$ cat src/common/sfr_pkg.sv
package sfr_pkg;
  localparam logic [7:0] OFS_PORT_ZERO_LATCH = 8'h80;
  localparam logic [7:0] OFS_STACK_POINTER = 8'h81;
  localparam logic [7:0] OFS_DATA_PTR_LOW = 8'h82;
  localparam logic [7:0] OFS_DATA_PTR_HIGH = 8'h83;
  localparam logic [7:0] OFS_DATA_POINTER_SELECT = 8'h86;
  localparam logic [7:0] OFS_POWER_CONTROL = 8'h87;
  localparam logic [7:0] OFS_TIMER_CONTROL = 8'h88;
  localparam logic [7:0] OFS_TIMER_MODE_SELECT = 8'h89;
  localparam logic [7:0] OFS_TIMER0_COUNT_LOW = 8'h8a;
  localparam logic [7:0] OFS_TIMER1_COUNT_LOW = 8'h8b;
  localparam logic [7:0] OFS_TIMER0_COUNT_HIGH = 8'h8c;
  localparam logic [7:0] OFS_TIMER1_COUNT_HIGH = 8'h8d;
  localparam logic [7:0] OFS_CLOCK_DIVIDER_CONTROL = 8'h8e;
  localparam logic [7:0] OFS_PORT_ONE_LATCH = 8'h90;
  localparam logic [7:0] OFS_EXT_INT_FLAGS = 8'h91;
  localparam logic [7:0] OFS_MEMORY_PAGE = 8'h92;
  localparam logic [7:0] OFS_PORT_ZERO_DIRECTION = 8'h94;
  localparam logic [7:0] OFS_PORT_ZERO_ALTFUNC = 8'h95;
  localparam logic [7:0] OFS_PORT_ONE_DIRECTION = 8'h96;
  localparam logic [7:0] OFS_PORT_ONE_ALTFUNC = 8'h97;
  localparam logic [7:0] OFS_SERIAL_CONTROL = 8'h98;
  localparam logic [7:0] OFS_SERIAL_BUFFER = 8'h99;
  localparam logic [7:0] OFS_RADIO_PORT = 8'ha0;
  localparam logic [7:0] OFS_CONVERTER_CONTROL = 8'ha1;
  localparam logic [7:0] OFS_CONVERTER_RESULT_HIGH = 8'ha2;
  localparam logic [7:0] OFS_CONVERTER_RESULT_LOW = 8'ha3;
  localparam logic [7:0] OFS_CONVERTER_STATIC_CONFIG = 8'ha4;
  localparam logic [7:0] OFS_INTERRUPT_ENABLE = 8'ha8;
  localparam logic [7:0] OFS_PULSE_WIDTH_CONTROL = 8'ha9;
  localparam logic [7:0] OFS_PULSE_WIDTH_DUTY = 8'haa;
  localparam logic [7:0] OFS_WDT_RTC_VALUE_HIGH = 8'hab;
  localparam logic [7:0] OFS_WDT_RTC_VALUE_LOW = 8'hac;
  localparam logic [7:0] OFS_WDT_RTC_COMMAND = 8'had;
  localparam logic [7:0] OFS_RESET_CAUSE = 8'hb1;
  localparam logic [7:0] OFS_SERIAL_PERIPH_DATA = 8'hb2;
  localparam logic [7:0] OFS_SERIAL_PERIPH_ROUTING = 8'hb3;
  localparam logic [7:0] OFS_SERIAL_PERIPH_CLOCK_DIV = 8'hb4;
  localparam logic [7:0] OFS_TICK_DIVIDER = 8'hb5;
  localparam logic [7:0] OFS_CLOCK_STOP_CONTROL = 8'hb6;
  localparam logic [7:0] OFS_INTERRUPT_PRIORITY = 8'hb8;
  localparam logic [7:0] OFS_TIMER2_CONTROL = 8'hc8;
  localparam logic [7:0] OFS_PROGRAM_STATUS_WORD = 8'hd0;
  localparam logic [7:0] OFS_EXT_INT_WDT_CONTROL = 8'hd8;
  localparam logic [7:0] OFS_ARITH_RESULT_REG = 8'he0;
  localparam logic [7:0] OFS_EXT_INT_ENABLE = 8'he8;
  localparam logic [7:0] OFS_MULTIPLY_OPERAND_REG = 8'hf0;
  localparam logic [7:0] OFS_EXT_INT_PRIORITY = 8'hf8;
  localparam logic [7:0] OFS_SILICON_REVISION = 8'hfe;
  localparam logic [7:0] OFS_RESERVED_TOP = 8'hff;

  // writable plain registers, one table entry each
  localparam int NUM_PLAIN = 45;
  localparam logic [7:0] PLAIN_OFS [NUM_PLAIN] = '{
    8'h80, 8'h81, 8'h82, 8'h83, 8'h86, 8'h87, 8'h88, 8'h89, 8'h8a, 8'h8b,
    8'h8c, 8'h8d, 8'h8e, 8'h90, 8'h91, 8'h92, 8'h94, 8'h95, 8'h96, 8'h97,
    8'h98, 8'h99, 8'ha0, 8'ha1, 8'ha4, 8'ha8, 8'ha9, 8'haa, 8'hab, 8'hac,
    8'had, 8'hb1, 8'hb2, 8'hb3, 8'hb4, 8'hb5, 8'hb6, 8'hb8, 8'hc8, 8'hd8,
    8'he0, 8'he8, 8'hf0, 8'hf8, 8'h00
  };
  localparam logic [7:0] PLAIN_RST [NUM_PLAIN] = '{
    8'hff, 8'h07, 8'h00, 8'h00, 8'h00, 8'h30, 8'h00, 8'h00, 8'h00, 8'h00,
    8'h00, 8'h00, 8'h01, 8'hff, 8'h08, 8'h00, 8'hff, 8'h00, 8'hff, 8'h00,
    8'h00, 8'h00, 8'h80, 8'h80, 8'h0a, 8'h00, 8'h00, 8'h00, 8'h00, 8'h00,
    8'h00, 8'h02, 8'h00, 8'h00, 8'h00, 8'h1d, 8'h00, 8'h80, 8'h00, 8'h40,
    8'h00, 8'he0, 8'h00, 8'he0, 8'h00
  };
  // last entry is an unused slot at offset 0, never decoded
  localparam int PLAIN_USED = 44;
  localparam int IDX_PORT_ZERO = 0;
  localparam int IDX_ARITH = 40;
  localparam int IDX_MULT = 42;

  localparam logic [7:0] PSW_RESET = 8'h00;
  localparam int PSW_CARRY_BIT = 7;
  localparam int PSW_HALF_BIT = 6;
  localparam int PSW_USER_A_BIT = 5;
  localparam int PSW_BANK_HI_BIT = 4;
  localparam int PSW_BANK_LO_BIT = 3;
  localparam int PSW_OVER_BIT = 2;
  localparam int PSW_USER_B_BIT = 1;
  localparam int PSW_PARITY_BIT = 0;
  localparam logic [7:0] BANK_BASE_STEP = 8'h08;
endpackage

$ cat src/design/sfr_map_and_status_word.sv
// The address-and-strobe port was left to the implementer.
`timescale 1ns/10ps
// How it works
// carry flag follows arithmetic carry or borrow
// half carry flag follows nibble carry or borrow
// overflow flag set on carry, borrow, mul/div overflow
// parity bit is xor of accumulator bits
// bank bits pick working register base 0..0x18
// user flags only written by software
// status word at 0xd0, resets to zero
// ports and radio sit at standard port addresses
// revision at 0xfe, read only
// software never touches reserved 0xff
// every register loads its reset value
// port zero bit-addressable, drives pins nine..two, resets ones
// unmapped reads give zero, writes ignored
module sfr_map_and_status_word #(
  parameter logic [7:0] SILICON_REV = 8'h5a  // value arbitrary
) (
  input wire logic core_clk,
  input wire logic nrst,
  input wire logic [7:0] sfr_addr,
  input wire logic [7:0] sfr_wdata,
  input wire logic sfr_wr,
  input wire logic sfr_rd,
  output logic [7:0] sfr_rdata,
  input wire logic arith_upd,
  input wire logic arith_carry,
  input wire logic arith_half,
  input wire logic arith_over,
  input wire logic acc_load,
  input wire logic [7:0] acc_value,
  input wire logic [7:0] conv_high,
  input wire logic [7:0] conv_low,
  output logic [1:0] bank_sel,
  output logic [7:0] bank_base,
  output logic [7:0] gpio_pins_out,
  output logic [7:0] accumulator
);
  import sfr_pkg::*;

  logic [7:0] regs_r [NUM_PLAIN];
  logic [7:0] psw_r;
  logic [7:0] rdata_nxt;
  logic [7:0] rdata_r;
  logic parity;
  logic addr_known;

  // core accumulator loads win over a same-cycle software write
  genvar gi;
  generate
    for (gi = 0; gi < NUM_PLAIN; gi++) begin : g_plain
      always_ff @(posedge core_clk or negedge nrst) begin
        if (!nrst) begin
          regs_r[gi] <= PLAIN_RST[gi]; // see
        end else if (gi == IDX_ARITH && acc_load) begin
          regs_r[gi] <= acc_value;
        end else if (gi < PLAIN_USED && sfr_wr && sfr_addr == PLAIN_OFS[gi]) begin
          regs_r[gi] <= sfr_wdata;
        end
      end
    end
  endgenerate

  // arithmetic beats software on the three flags it owns
  always_ff @(posedge core_clk or negedge nrst) begin
    if (!nrst) begin
      psw_r <= PSW_RESET;
    end else begin
      if (sfr_wr && sfr_addr == OFS_PROGRAM_STATUS_WORD) begin
        psw_r <= sfr_wdata;
      end
      if (arith_upd) begin
        psw_r[PSW_CARRY_BIT] <= arith_carry;
        psw_r[PSW_HALF_BIT] <= arith_half;
        psw_r[PSW_OVER_BIT] <= arith_over;
      end
    end
  end

  assign parity = ^regs_r[IDX_ARITH];
  assign bank_sel = {psw_r[PSW_BANK_HI_BIT], psw_r[PSW_BANK_LO_BIT]};
  assign bank_base = 8'({6'h00, bank_sel} * BANK_BASE_STEP);
  assign gpio_pins_out = regs_r[IDX_PORT_ZERO];
  assign accumulator = regs_r[IDX_ARITH];

  always_comb begin
    rdata_nxt = 8'h00;
    addr_known = 1'b0;
    for (int i = 0; i < PLAIN_USED; i++) begin
      if (sfr_addr == PLAIN_OFS[i]) begin
        rdata_nxt = regs_r[i];
        addr_known = 1'b1;
      end
    end
    // decoded specials that sit outside the plain table
    if (sfr_addr == OFS_PROGRAM_STATUS_WORD || sfr_addr == OFS_CONVERTER_RESULT_HIGH ||
        sfr_addr == OFS_CONVERTER_RESULT_LOW || sfr_addr == OFS_SILICON_REVISION) begin
      addr_known = 1'b1;
    end
    case (sfr_addr)
      OFS_PROGRAM_STATUS_WORD: rdata_nxt = {psw_r[7:1], parity};
      OFS_CONVERTER_RESULT_HIGH: rdata_nxt = conv_high;
      OFS_CONVERTER_RESULT_LOW: rdata_nxt = conv_low;
      OFS_SILICON_REVISION: rdata_nxt = SILICON_REV;
      default: ;
    endcase
  end

  // read data stands only in the cycle after the strobe
  always_ff @(posedge core_clk or negedge nrst) begin
    if (!nrst) begin
      rdata_r <= 8'h00;
    end else begin
      rdata_r <= sfr_rd ? rdata_nxt : 8'h00;
    end
  end
  assign sfr_rdata = rdata_r;

  property p_psw_reset;
    @(posedge core_clk) $rose(nrst) |-> psw_r == PSW_RESET;
  endproperty
  a_psw_reset: assert property (p_psw_reset) else $error("psw not zero after reset");

  property p_carry;
    @(posedge core_clk) disable iff (!nrst)
      arith_upd |=> psw_r[PSW_CARRY_BIT] == $past(arith_carry);
  endproperty
  a_carry: assert property (p_carry) else $error("carry flag wrong");

  property p_half;
    @(posedge core_clk) disable iff (!nrst)
      arith_upd |=> psw_r[PSW_HALF_BIT] == $past(arith_half);
  endproperty
  a_half: assert property (p_half) else $error("half carry wrong");

  property p_over;
    @(posedge core_clk) disable iff (!nrst)
      arith_upd |=> psw_r[PSW_OVER_BIT] == $past(arith_over);
  endproperty
  a_over: assert property (p_over) else $error("overflow wrong");

  property p_parity;
    @(posedge core_clk) disable iff (!nrst)
      sfr_rd && sfr_addr == OFS_PROGRAM_STATUS_WORD |=> sfr_rdata[0] == ^$past(accumulator);
  endproperty
  a_parity: assert property (p_parity) else $error("parity wrong");

  property p_bank;
    @(posedge core_clk) disable iff (!nrst)
      bank_base == {3'b000, bank_sel, 3'b000};
  endproperty
  a_bank: assert property (p_bank) else $error("bank base wrong");

  property p_user_hold;
    @(posedge core_clk) disable iff (!nrst)
      !(sfr_wr && sfr_addr == OFS_PROGRAM_STATUS_WORD) |=>
        $stable({psw_r[PSW_USER_A_BIT], psw_r[PSW_USER_B_BIT]});
  endproperty
  a_user_hold: assert property (p_user_hold) else $error("user flag moved");

  property p_rev;
    @(posedge core_clk) disable iff (!nrst)
      sfr_rd && sfr_addr == OFS_SILICON_REVISION |=> sfr_rdata == SILICON_REV;
  endproperty
  a_rev: assert property (p_rev) else $error("revision wrong");

  property p_unmapped;
    @(posedge core_clk) disable iff (!nrst)
      sfr_rd && !addr_known |=> sfr_rdata == 8'h00;
  endproperty
  a_unmapped: assert property (p_unmapped) else $error("unmapped read not zero");

  // idle bus must not leak stale read data
  property p_rd_idle;
    @(posedge core_clk) disable iff (!nrst)
      !sfr_rd |=> sfr_rdata == 8'h00;
  endproperty
  a_rd_idle: assert property (p_rd_idle) else $error("read data not cleared");

  property p_psw_write;
    @(posedge core_clk) disable iff (!nrst)
      sfr_wr && sfr_addr == OFS_PROGRAM_STATUS_WORD && !arith_upd |=>
        psw_r == $past(sfr_wdata);
  endproperty
  a_psw_write: assert property (p_psw_write) else $error("status word write lost");

  property p_bank_write;
    @(posedge core_clk) disable iff (!nrst)
      sfr_wr && sfr_addr == OFS_PROGRAM_STATUS_WORD |=>
        bank_sel == $past(sfr_wdata[PSW_BANK_HI_BIT:PSW_BANK_LO_BIT]);
  endproperty
  a_bank_write: assert property (p_bank_write) else $error("bank select write lost");

  // flags only move on arithmetic or a software write
  property p_carry_hold;
    @(posedge core_clk) disable iff (!nrst)
      !arith_upd && !(sfr_wr && sfr_addr == OFS_PROGRAM_STATUS_WORD) |=>
        $stable(psw_r[PSW_CARRY_BIT]);
  endproperty
  a_carry_hold: assert property (p_carry_hold) else $error("carry moved");

  property p_half_hold;
    @(posedge core_clk) disable iff (!nrst)
      !arith_upd && !(sfr_wr && sfr_addr == OFS_PROGRAM_STATUS_WORD) |=>
        $stable(psw_r[PSW_HALF_BIT]);
  endproperty
  a_half_hold: assert property (p_half_hold) else $error("half carry moved");

  property p_over_hold;
    @(posedge core_clk) disable iff (!nrst)
      !arith_upd && !(sfr_wr && sfr_addr == OFS_PROGRAM_STATUS_WORD) |=>
        $stable(psw_r[PSW_OVER_BIT]);
  endproperty
  a_over_hold: assert property (p_over_hold) else $error("overflow moved");

  property p_acc_load;
    @(posedge core_clk) disable iff (!nrst)
      acc_load |=> accumulator == $past(acc_value);
  endproperty
  a_acc_load: assert property (p_acc_load) else $error("accumulator load lost");

  property p_tick_reset;
    @(posedge core_clk) $rose(nrst) |-> regs_r[35] == 8'h1d && regs_r[5] == 8'h30;
  endproperty
  a_tick_reset: assert property (p_tick_reset) else $error("divider reset wrong");

  property p_port_one;
    @(posedge core_clk) disable iff (!nrst)
      sfr_wr && sfr_addr == OFS_PORT_ONE_LATCH |=> regs_r[13] == $past(sfr_wdata);
  endproperty
  a_port_one: assert property (p_port_one) else $error("port one write lost");

  property p_radio;
    @(posedge core_clk) disable iff (!nrst)
      sfr_wr && sfr_addr == OFS_RADIO_PORT |=> regs_r[22] == $past(sfr_wdata);
  endproperty
  a_radio: assert property (p_radio) else $error("radio write lost");

  // converter result is read live, not latched
  property p_conv_high;
    @(posedge core_clk) disable iff (!nrst)
      sfr_rd && sfr_addr == OFS_CONVERTER_RESULT_HIGH |=> sfr_rdata == $past(conv_high);
  endproperty
  a_conv_high: assert property (p_conv_high) else $error("converter high wrong");

  property p_rev_write;
    @(posedge core_clk) disable iff (!nrst)
      sfr_wr && sfr_addr == OFS_SILICON_REVISION |=> $stable(gpio_pins_out);
  endproperty
  a_rev_write: assert property (p_rev_write) else $error("revision write leaked");

  property p_sp_reset;
    @(posedge core_clk) $rose(nrst) |-> regs_r[1] == 8'h07 && regs_r[IDX_PORT_ZERO] == 8'hff;
  endproperty
  a_sp_reset: assert property (p_sp_reset) else $error("reset value wrong");

  property p_p0_write;
    @(posedge core_clk) disable iff (!nrst)
      sfr_wr && sfr_addr == OFS_PORT_ZERO_LATCH |=> gpio_pins_out == $past(sfr_wdata);
  endproperty
  a_p0_write: assert property (p_p0_write) else $error("port zero write lost");

  c_arith: cover property (@(posedge core_clk) disable iff (!nrst) arith_upd && arith_carry);
  c_bank3: cover property (@(posedge core_clk) disable iff (!nrst) bank_sel == 2'b11);
  c_acc: cover property (@(posedge core_clk) disable iff (!nrst) acc_load);
  c_unmapped: cover property (@(posedge core_clk) disable iff (!nrst) sfr_rd && !addr_known);
  c_rd_psw: cover property (@(posedge core_clk) disable iff (!nrst)
    sfr_rd && sfr_addr == OFS_PROGRAM_STATUS_WORD);
endmodule

$ cat config.mk
export PLATFORM = sky130hd
export DESIGN_NAME = sfr_map_and_status_word
export DESIGN_NICKNAME = d
export VERILOG_FILES = /design/src/common/sfr_pkg.sv /design/src/design/sfr_map_and_status_word.sv
export SDC_FILE = /design/constraint.sdc
export NUM_CORES = 1
export LEC_CHECK = 0
export BUFFER_PORTS_ARGS = -buffer_cell sky130_fd_sc_hd__buf_2
export CAP_MARGIN = 20
export CELL_PAD_IN_SITES_DETAIL_PLACEMENT = 0
export CELL_PAD_IN_SITES_GLOBAL_PLACEMENT = 1
export CORE_UTILIZATION = 46
export DETAILED_ROUTE_END_ITERATION = 8
export GPL_ROUTABILITY_DRIVEN = 0
export PLACE_DENSITY = 0.81
export SLEW_MARGIN = 30
export SYNTH_ARGS = -nofsm -noshare
export SYNTH_HDL_FRONTEND = slang
export SYNTH_SLANG_ARGS = --single-unit
$ cat constraint.sdc
create_clock -name core_clk -period 1.8 [get_ports core_clk]
set_clock_uncertainty 0.2 [all_clocks]
set_input_delay 0.18 -clock core_clk [delete_from_list [all_inputs] [get_ports core_clk]]
set_output_delay 0.18 -clock core_clk [all_outputs]
set_load 0.1 [all_outputs]
==> results of run 1 <==
-- placed cells by master (no fill, tap or decap), types with 33 or more instances in the layout --
cell type / count
sky130_fd_sc_hd__mux2i_1: 33
sky130_fd_sc_hd__mux2_2: 350
sky130_fd_sc_hd__dlygate4sd3_1: 37
sky130_fd_sc_hd__o21ai_0: 44
sky130_fd_sc_hd__dfrtp_1: 311
sky130_fd_sc_hd__a21oi_1: 45
sky130_fd_sc_hd__dfstp_2: 56
sky130_fd_sc_hd__buf_12: 39
sky130_fd_sc_hd__clkbuf_16: 43
sky130_fd_sc_hd__buf_4: 328
sky130_fd_sc_hd__buf_2: 50
sky130_fd_sc_hd__nand2_1: 71
-- metal layers --
layer / routed length [um] / share of wire [%] / track usage (%)
met5: 0 / 0 / 0
met4: 3800 / 5.8 / 17.6
met3: 4800 / 7.3 / 6.01
met2: 30600 / 46 / 51.4
met1: 26600 / 40 / 41.5
-- tightest hold or removal path, stage by stage --
cell                      delay, ns
sky130_fd_sc_hd__buf_2         0.11
sky130_fd_sc_hd__buf_12        0.20
sky130_fd_sc_hd__mux2i_1       0.14
sky130_fd_sc_hd__o21ai_0       0.08
-- final cells by class --
type | instances | share of cell area [%]
timing repair buffer | 477 | 16.6
inverter | 11 | 0.165
tap | 525 | 2.63
sequential | 367 | 37.0
multi-input combinational | 1034 | 38.5
clock inverter | 9 | 0.215
clock buffer | 67 | 4.90
-- worst paths after layout --
path / slack (ns) / cells past startpoint / end
min: 0.02 / 4 / accumulator[0]
max: -0.44 / 9 / sfr_rdata[4]
min reg2reg: 0.30 / 1 / regs_r[262]
min in group asynchronous: 0.07 / 3 / regs_r[93]
max in group asynchronous: 0.51 / 3 / regs_r[122]
max reg2reg: -0.44 / 9 / sfr_rdata[4]
-- power breakdown --
part	switching, mW	internal [mW]
sequential	0.280	8.70
clock	3.40	4.66
combinational	1.54	1.08
-- cell families after synthesis --
group,after synthesis,share of synthesized area (%)
buf+inv,155,4.17
mux,392,23.8
compound gates,321,12.3
flops,367,50.1
other cells,1,0.0203
simple gates,307,9.30
xor+xnor,7,0.332
-- state kept, by name (all words and copies together) (netlist names) --
register       cells
regs_r           336
accumulator        8
gpio_pins_out      8
sfr_rdata          8
psw_r              7
-- metrics by stage --
stage | utilization [%] | hold slack (ns)
after global placement | 56.5 | -0.179
after global routing | 63.1 | 0.0427
after floorplan | - | -0.316
final | 63.1 | 0.0219
after detailed placement | 56.5 | -0.183
after CTS | 62.1 | 0.00554
-- repair_timing --
action                                  4_1_cts  5_1_grt
resized for setup                           128       69
gates cloned                                  1        1
hold endpoints to repair                    398        0
hold buffers                                 37        0
endpoints found under the setup margin      162       96
setup buffers                                 8        9
pin swaps                                    36       34
==> results.yml, run 1 <==
cts:
  ctsHtreeMaxLevel: 2
  ctsRootBufferMaster: "sky130_fd_sc_hd__clkbuf_16"
  tritoncts: "done"
  cts_inserted_buffers: 41
  cts.sinks: 367
  clkLatencyLatePin_ns: 0.55
  clk_pin_slew_worst_paths_ns: 0.06
  cts_buffer_depth: 3
global_route:
  grt.overflow.total: 0
  gr_usage_total_pct: 32.2
  grt_start_max_net_pins: 92
  grt_antenna_before_repair: 0
  global_route_wire_length_before_repair_mm: 99.8
  via_count_of_the_first_global_routing_pass: 16182
floorplanning:
  fp.coreArea_um2: 39600
  boundaryPins: 83
  floorplan.die.width_um: 202
  die_height_um: 202
  initial_core_util_pct: 46.6
  placement_row_count: 73
  dieArea_um2: 40900
power:
  peakVddDrop_mv: 0.742
  report.power.total_mw: 19.7
  pwr_density_cell_nw_per_um2: 786
  power.leakage_nw: 11.8
worst_setup_path:
  critical_path_buf_inv_count: 2
  path_common_cell: "sky130_fd_sc_hd__buf_4"
  r2r-start: "regs_r[332]"
  critical_path.top_delay_family: "compound AO/OA/AOI/OAI gates"
  required_time_of_the_critical_path_ns: 2.04
  critical_path.startpoint: "regs_r[332]"
  critical-path-max-stage-delay_ns: 0.39
  timing.critical_path.from_type: "register"
  timing.critical_path.slowest_stage_cell: "sky130_fd_sc_hd__dfrtp_1"
  critical_path_peak_fanout: 2
  kind_of_end_point_of_the_critical_path: "register"
  worst-setup-path-type: "register to register"
  arrival_ns: 2.48
  crit_path_cell_trace: "mux2i_2 > o32ai_2 > buf_4 > a2111oi_4 > a21oi_2 > o211ai_1 > buf_4 > a31oi_4 > o311a_1"
synth:
  synth_common_cells: "352 x sky130_fd_sc_hd__mux2_2, 311 x sky130_fd_sc_hd__dfrtp_1, 102 x sky130_fd_sc_hd__nand2_1, 66 x sky130_fd_sc_hd__clkbuf_1, 60 x sky130_fd_sc_hd__o21ai_0"
  netlist_instances: 1550
  yosysTopAreaCellShare_pct: 42.2
  synth_ff_type: "sky130_fd_sc_hd__dfrtp_1"
  synth.cell_area_um2: 18500
  synth.yosys.warnings: 0
  ys_ff_latch: 367
  ys_types: 84
  area_contributors_post_synth: "sky130_fd_sc_hd__dfrtp_1 42%, sky130_fd_sc_hd__mux2_2 21%, sky130_fd_sc_hd__dfstp_2 8.0%"
  synth_top_area_cell: "sky130_fd_sc_hd__dfrtp_1"
  share_of_the_yosys_chip_area_belonging_to_registers_pct: 50.1
  synth-edff-count: 0
  post-synth-top-count-cell: "sky130_fd_sc_hd__mux2_2"
  ys_async_sr_fraction_pct: 100
  mean_syn_cell_area_um2: 11.9
hold_path:
  min_from: "sfr_wdata[0]"
  hold_class: "primary input to register"
detailed_routing:
  antenna_left: 0
  vias: 15510
  routed_wl_mm: 65.8
  vias_per_cell: 6.23
  avgRoutedWirePerCell_um: 26.4
  drt_drc_violations_left: 0
  number_of_drc_markers_in_iteration_0: 1449
  drt_first_pass_iters: 8
finish:
  layout.cells.non_filler: 2490
  layout.nets: 1981
  area_taken_by_multi_input_logic_gates_um2: 9620
  stdcell_area_um2: 25000
  fill_cells: 2960
  final_layout_size_suffix_gt1_share_pct: 54.9
  sequential_cell_area_um2: 9250
  diodes: 0
  layout-area-overhead-vs-synth_pct: 35.5
placed_design:
  port-buffer-count: 76
  post-dp-hpwl_mm: 45.4
  dpl-instance-area_um2: 22400
  post-place-ws_ns: -1.05
  numPlacedInstances: 2364
status:
  violated_checks: "setup timing"
  status: "complete, but fails checks"
run:
  maxCapViolCount: 0
timing:
  timing.max_slew.rel_slack_pct: 50.8
  post-route-min-period_ns: 2.24
  totalNegativeSetupSlack_ns: -2.50
  timing.final.crit_share_pct: 125
  report.final.hold_viol_count: 0
  timing.final.max_slew_violations: 0
  setup_viol: 16
  worst_slew_pin_slew_ns: 0.736
  setup_ws_ns: -0.443
  clock.fmax_mhz: 446
  unrepaired_setup_endpoints_after_global_routing: "true"
(Power assumes the default switching activity.)
==> inputs of run 2 (changes only) <==
CORE_UTILIZATION = 51   (was 46)
PLACE_DENSITY = 0.85   (was 0.81)
clock period = 2.1 ns   (was 1.8 ns; I/O delays follow)
==> run 2 against run 1 <==
  * The run ends with hold timing, setup timing left
  * Via count increased by 1.7%
  * Die area is 9.7% lower
  * Global-route usage up 3.2 points
  * Register-to-register slack improved by 0.11 ns
  * Hold slack lost 0.027 ns
  * Worst setup slack better by 0.11 ns
  * Routed wire length down 0.80%
  * Critical path type unchanged
==> results.yml, run 2 (synthesis gave the netlist of run 1 again) <==
power:
  share_clk_of_total_power_pct: 42.1
  power.leakage_nw: 11.4
  swShare_pct: 25.8
  switching_power_mw: 4.38
  peakVddDrop_mv: 0.764
  report.power.total_mw: 16.9
  seqPwrFrac_pct: 45.5
  pwr_density_cell_nw_per_um2: 706
  power.combinational.fraction_pct: 12.5
  p_int_mw: 12.6
finish:
  final_layout_size_suffix_gt1_share_pct: 51.4
  layout.cells.non_filler: 2407
  diodes: 0
  fill_cells: 2536
  postLayoutCoreUtil_pct: 67.5
  layout-area-overhead-vs-synth_pct: 30.1
  layout.cells.most_common: "sky130_fd_sc_hd__mux2_2"
  largest_register_ff_count: 336
  layout.nets: 1967
  largest_register: "regs_r"
  stdcell_area_um2: 24000
  layout_common_cells: "351 x sky130_fd_sc_hd__mux2_2, 324 x sky130_fd_sc_hd__buf_4, 311 x sky130_fd_sc_hd__dfrtp_1, 99 x sky130_fd_sc_hd__nand2_1, 71 x sky130_fd_sc_hd__buf_2"
global_route:
  grt_antenna_before_repair: 2
  gr_usage_total_pct: 35.4
  grt_start_max_net_pins: 59
  grt.met3_usage_pct: 7.53
  groute.layer.met2.usage_pct: 54.6
  global_route_wire_length_before_repair_mm: 96.9
  groute.layer.met1.usage_pct: 46.6
  via_count_of_the_first_global_routing_pass: 15778
  grt.overflow.total: 0
  grt_most_used_layer: "met2"
detailed_routing:
  antenna_left: 0
  number_of_drc_markers_in_iteration_0: 1833
  drt_drc_violations_left: 0
  drt_first_pass_iters: 6
  avgRoutedWirePerCell_um: 27.1
  routed_wl_mm: 65.3
  vias: 15771
  vias_per_cell: 6.55
worst_setup_path:
  critical_path_peak_fanout: 2
  worst_reg2reg_endpoint: "sfr_rdata[4]"
  timing.critical_path.from_type: "register"
  required_time_of_the_critical_path_ns: 2.32
  kind_of_end_point_of_the_critical_path: "register"
  r2r-start: "regs_r[340]"
  reg2reg_slack_ns: -0.33
  arrival_ns: 2.65
  r2r.worst_path.cells: 7
  worst-setup-path-type: "register to register"
cts:
  ctsHtreeMaxLevel: 2
  cts.sinks: 367
  clk_pin_slew_worst_paths_ns: 0.06
  tritoncts: "done"
  cts_inserted_buffers: 39
  cts_buffer_depth: 3
  ctsRootBufferMaster: "sky130_fd_sc_hd__clkbuf_16"
  clkLatencyLatePin_ns: 0.55
floorplanning:
  floorplan.die.width_um: 192
  placement_row_count: 69
  boundaryPins: 83
  fp.coreArea_um2: 35600
  die_height_um: 192
  initial_core_util_pct: 51.9
  dieArea_um2: 37000
status:
  status: "complete, but fails checks"
  violated_checks: "hold timing, setup timing"
timing:
  report.final.hold_viol_count: 5
  unrepaired_setup_endpoints_after_global_routing: "true"
  setup_ws_ns: -0.329
  clock.fmax_mhz: 412
  timing.max_slew.rel_slack_pct: 55.7
  setup_viol: 5
  totalNegativeSetupSlack_ns: -0.577
  timing.final.crit_share_pct: 116
  timing.final.max_slew_violations: 0
  worst_slew_pin_slew_ns: 0.664
  smallest_hold_slack_ns: -0.00469
  post-route-min-period_ns: 2.43
hold_path:
  hold_class: "primary input to async pin"
placed_design:
  port-buffer-count: 76
  post-dp-hpwl_mm: 45.6
  numPlacedInstances: 2305
  dpl-instance-area_um2: 21900
run:
  maxCapViolCount: 0
run 2: cell count changes in the layout (fill, tap and decap cells not counted), sizes merged:
cell | before | now
buf | 440 | 433
bufinv | 0 | 3
clkbuf | 67 | 64
clkinv | 6 | 4
clkinvlp | 2 | 1
dlygate4sd3 | 37 | 30
inv | 12 | 11
nand2b | 17 | 16
run 2: layout make-up:
cell class	instances	area (um2)	area share, %
Multi-Input combinational cell	1033	8970	37.4
Sequential cell	367	9250	38.5
Tap cell	461	577	2.40
Inverter	11	41.3	0.172
Clock inverter	8	118	0.490
Clock buffer	61	1190	4.98
Timing Repair Buffer	466	3850	16.0
run 2: power groups by stage:
stage               Combinational, mW  Clock, mW  Sequential (mW)
floorplan                        1.10          0             7.73
global placement                 1.91          0             7.78
detailed placement               1.95          0             7.80
CTS                              2.02       7.16             7.69
global route                     2.21       7.44             7.73
finish                           2.11       7.13             7.71
run 2: timing repair:
action,in CTS,in global routing
pin swaps,15,35
hold buffers,30,0
gates resized for setup,45,52
setup endpoints to repair,8,16
gates cloned,0,1
buffers inserted,2,3
endpoints found under the hold margin,327,0
run 2: worst max-delay path by stage:
stage           startpoint            to  slack [ns]
2_1_floorplan  sfr_addr[4]  sfr_rdata[2]       -0.14
3_3_place_gp   sfr_addr[3]  sfr_rdata[7]       -0.84
3_5_place_dp   sfr_addr[0]  sfr_rdata[7]       -0.88
4_1_cts        regs_r[332]  sfr_rdata[4]       -0.35
5_1_grt        regs_r[324]  sfr_rdata[4]       -0.29
6_report       regs_r[340]  sfr_rdata[4]       -0.33
run 2: routing by layer:
layer	share of wire [%]	wire length [um]
met5	0.018	12
met4	6.1	3970
met3	9.9	6470
met2	45	29700
met1	39	25200
run 2: critical path, cell delays in order (launching register included):
cell,delay [ns]
sky130_fd_sc_hd__dfrtp_1,0.39
sky130_fd_sc_hd__mux2i_2,0.20
sky130_fd_sc_hd__o32ai_2,0.15
sky130_fd_sc_hd__o41ai_2,0.22
sky130_fd_sc_hd__a21oi_1,0.12
sky130_fd_sc_hd__o211ai_1,0.49
sky130_fd_sc_hd__a31oi_2,0.22
sky130_fd_sc_hd__o311a_1,0.32
run 2: metrics by stage:
step	setup WS (ns)	hold slack (ns)
6_report	-0.329	-0.00469
5_1_grt	-0.294	0.0263
2_1_floorplan	-0.142	-0.286
3_3_place_gp	-0.836	-0.0221
3_5_place_dp	-0.882	-0.0263
4_1_cts	-0.355	0.00461
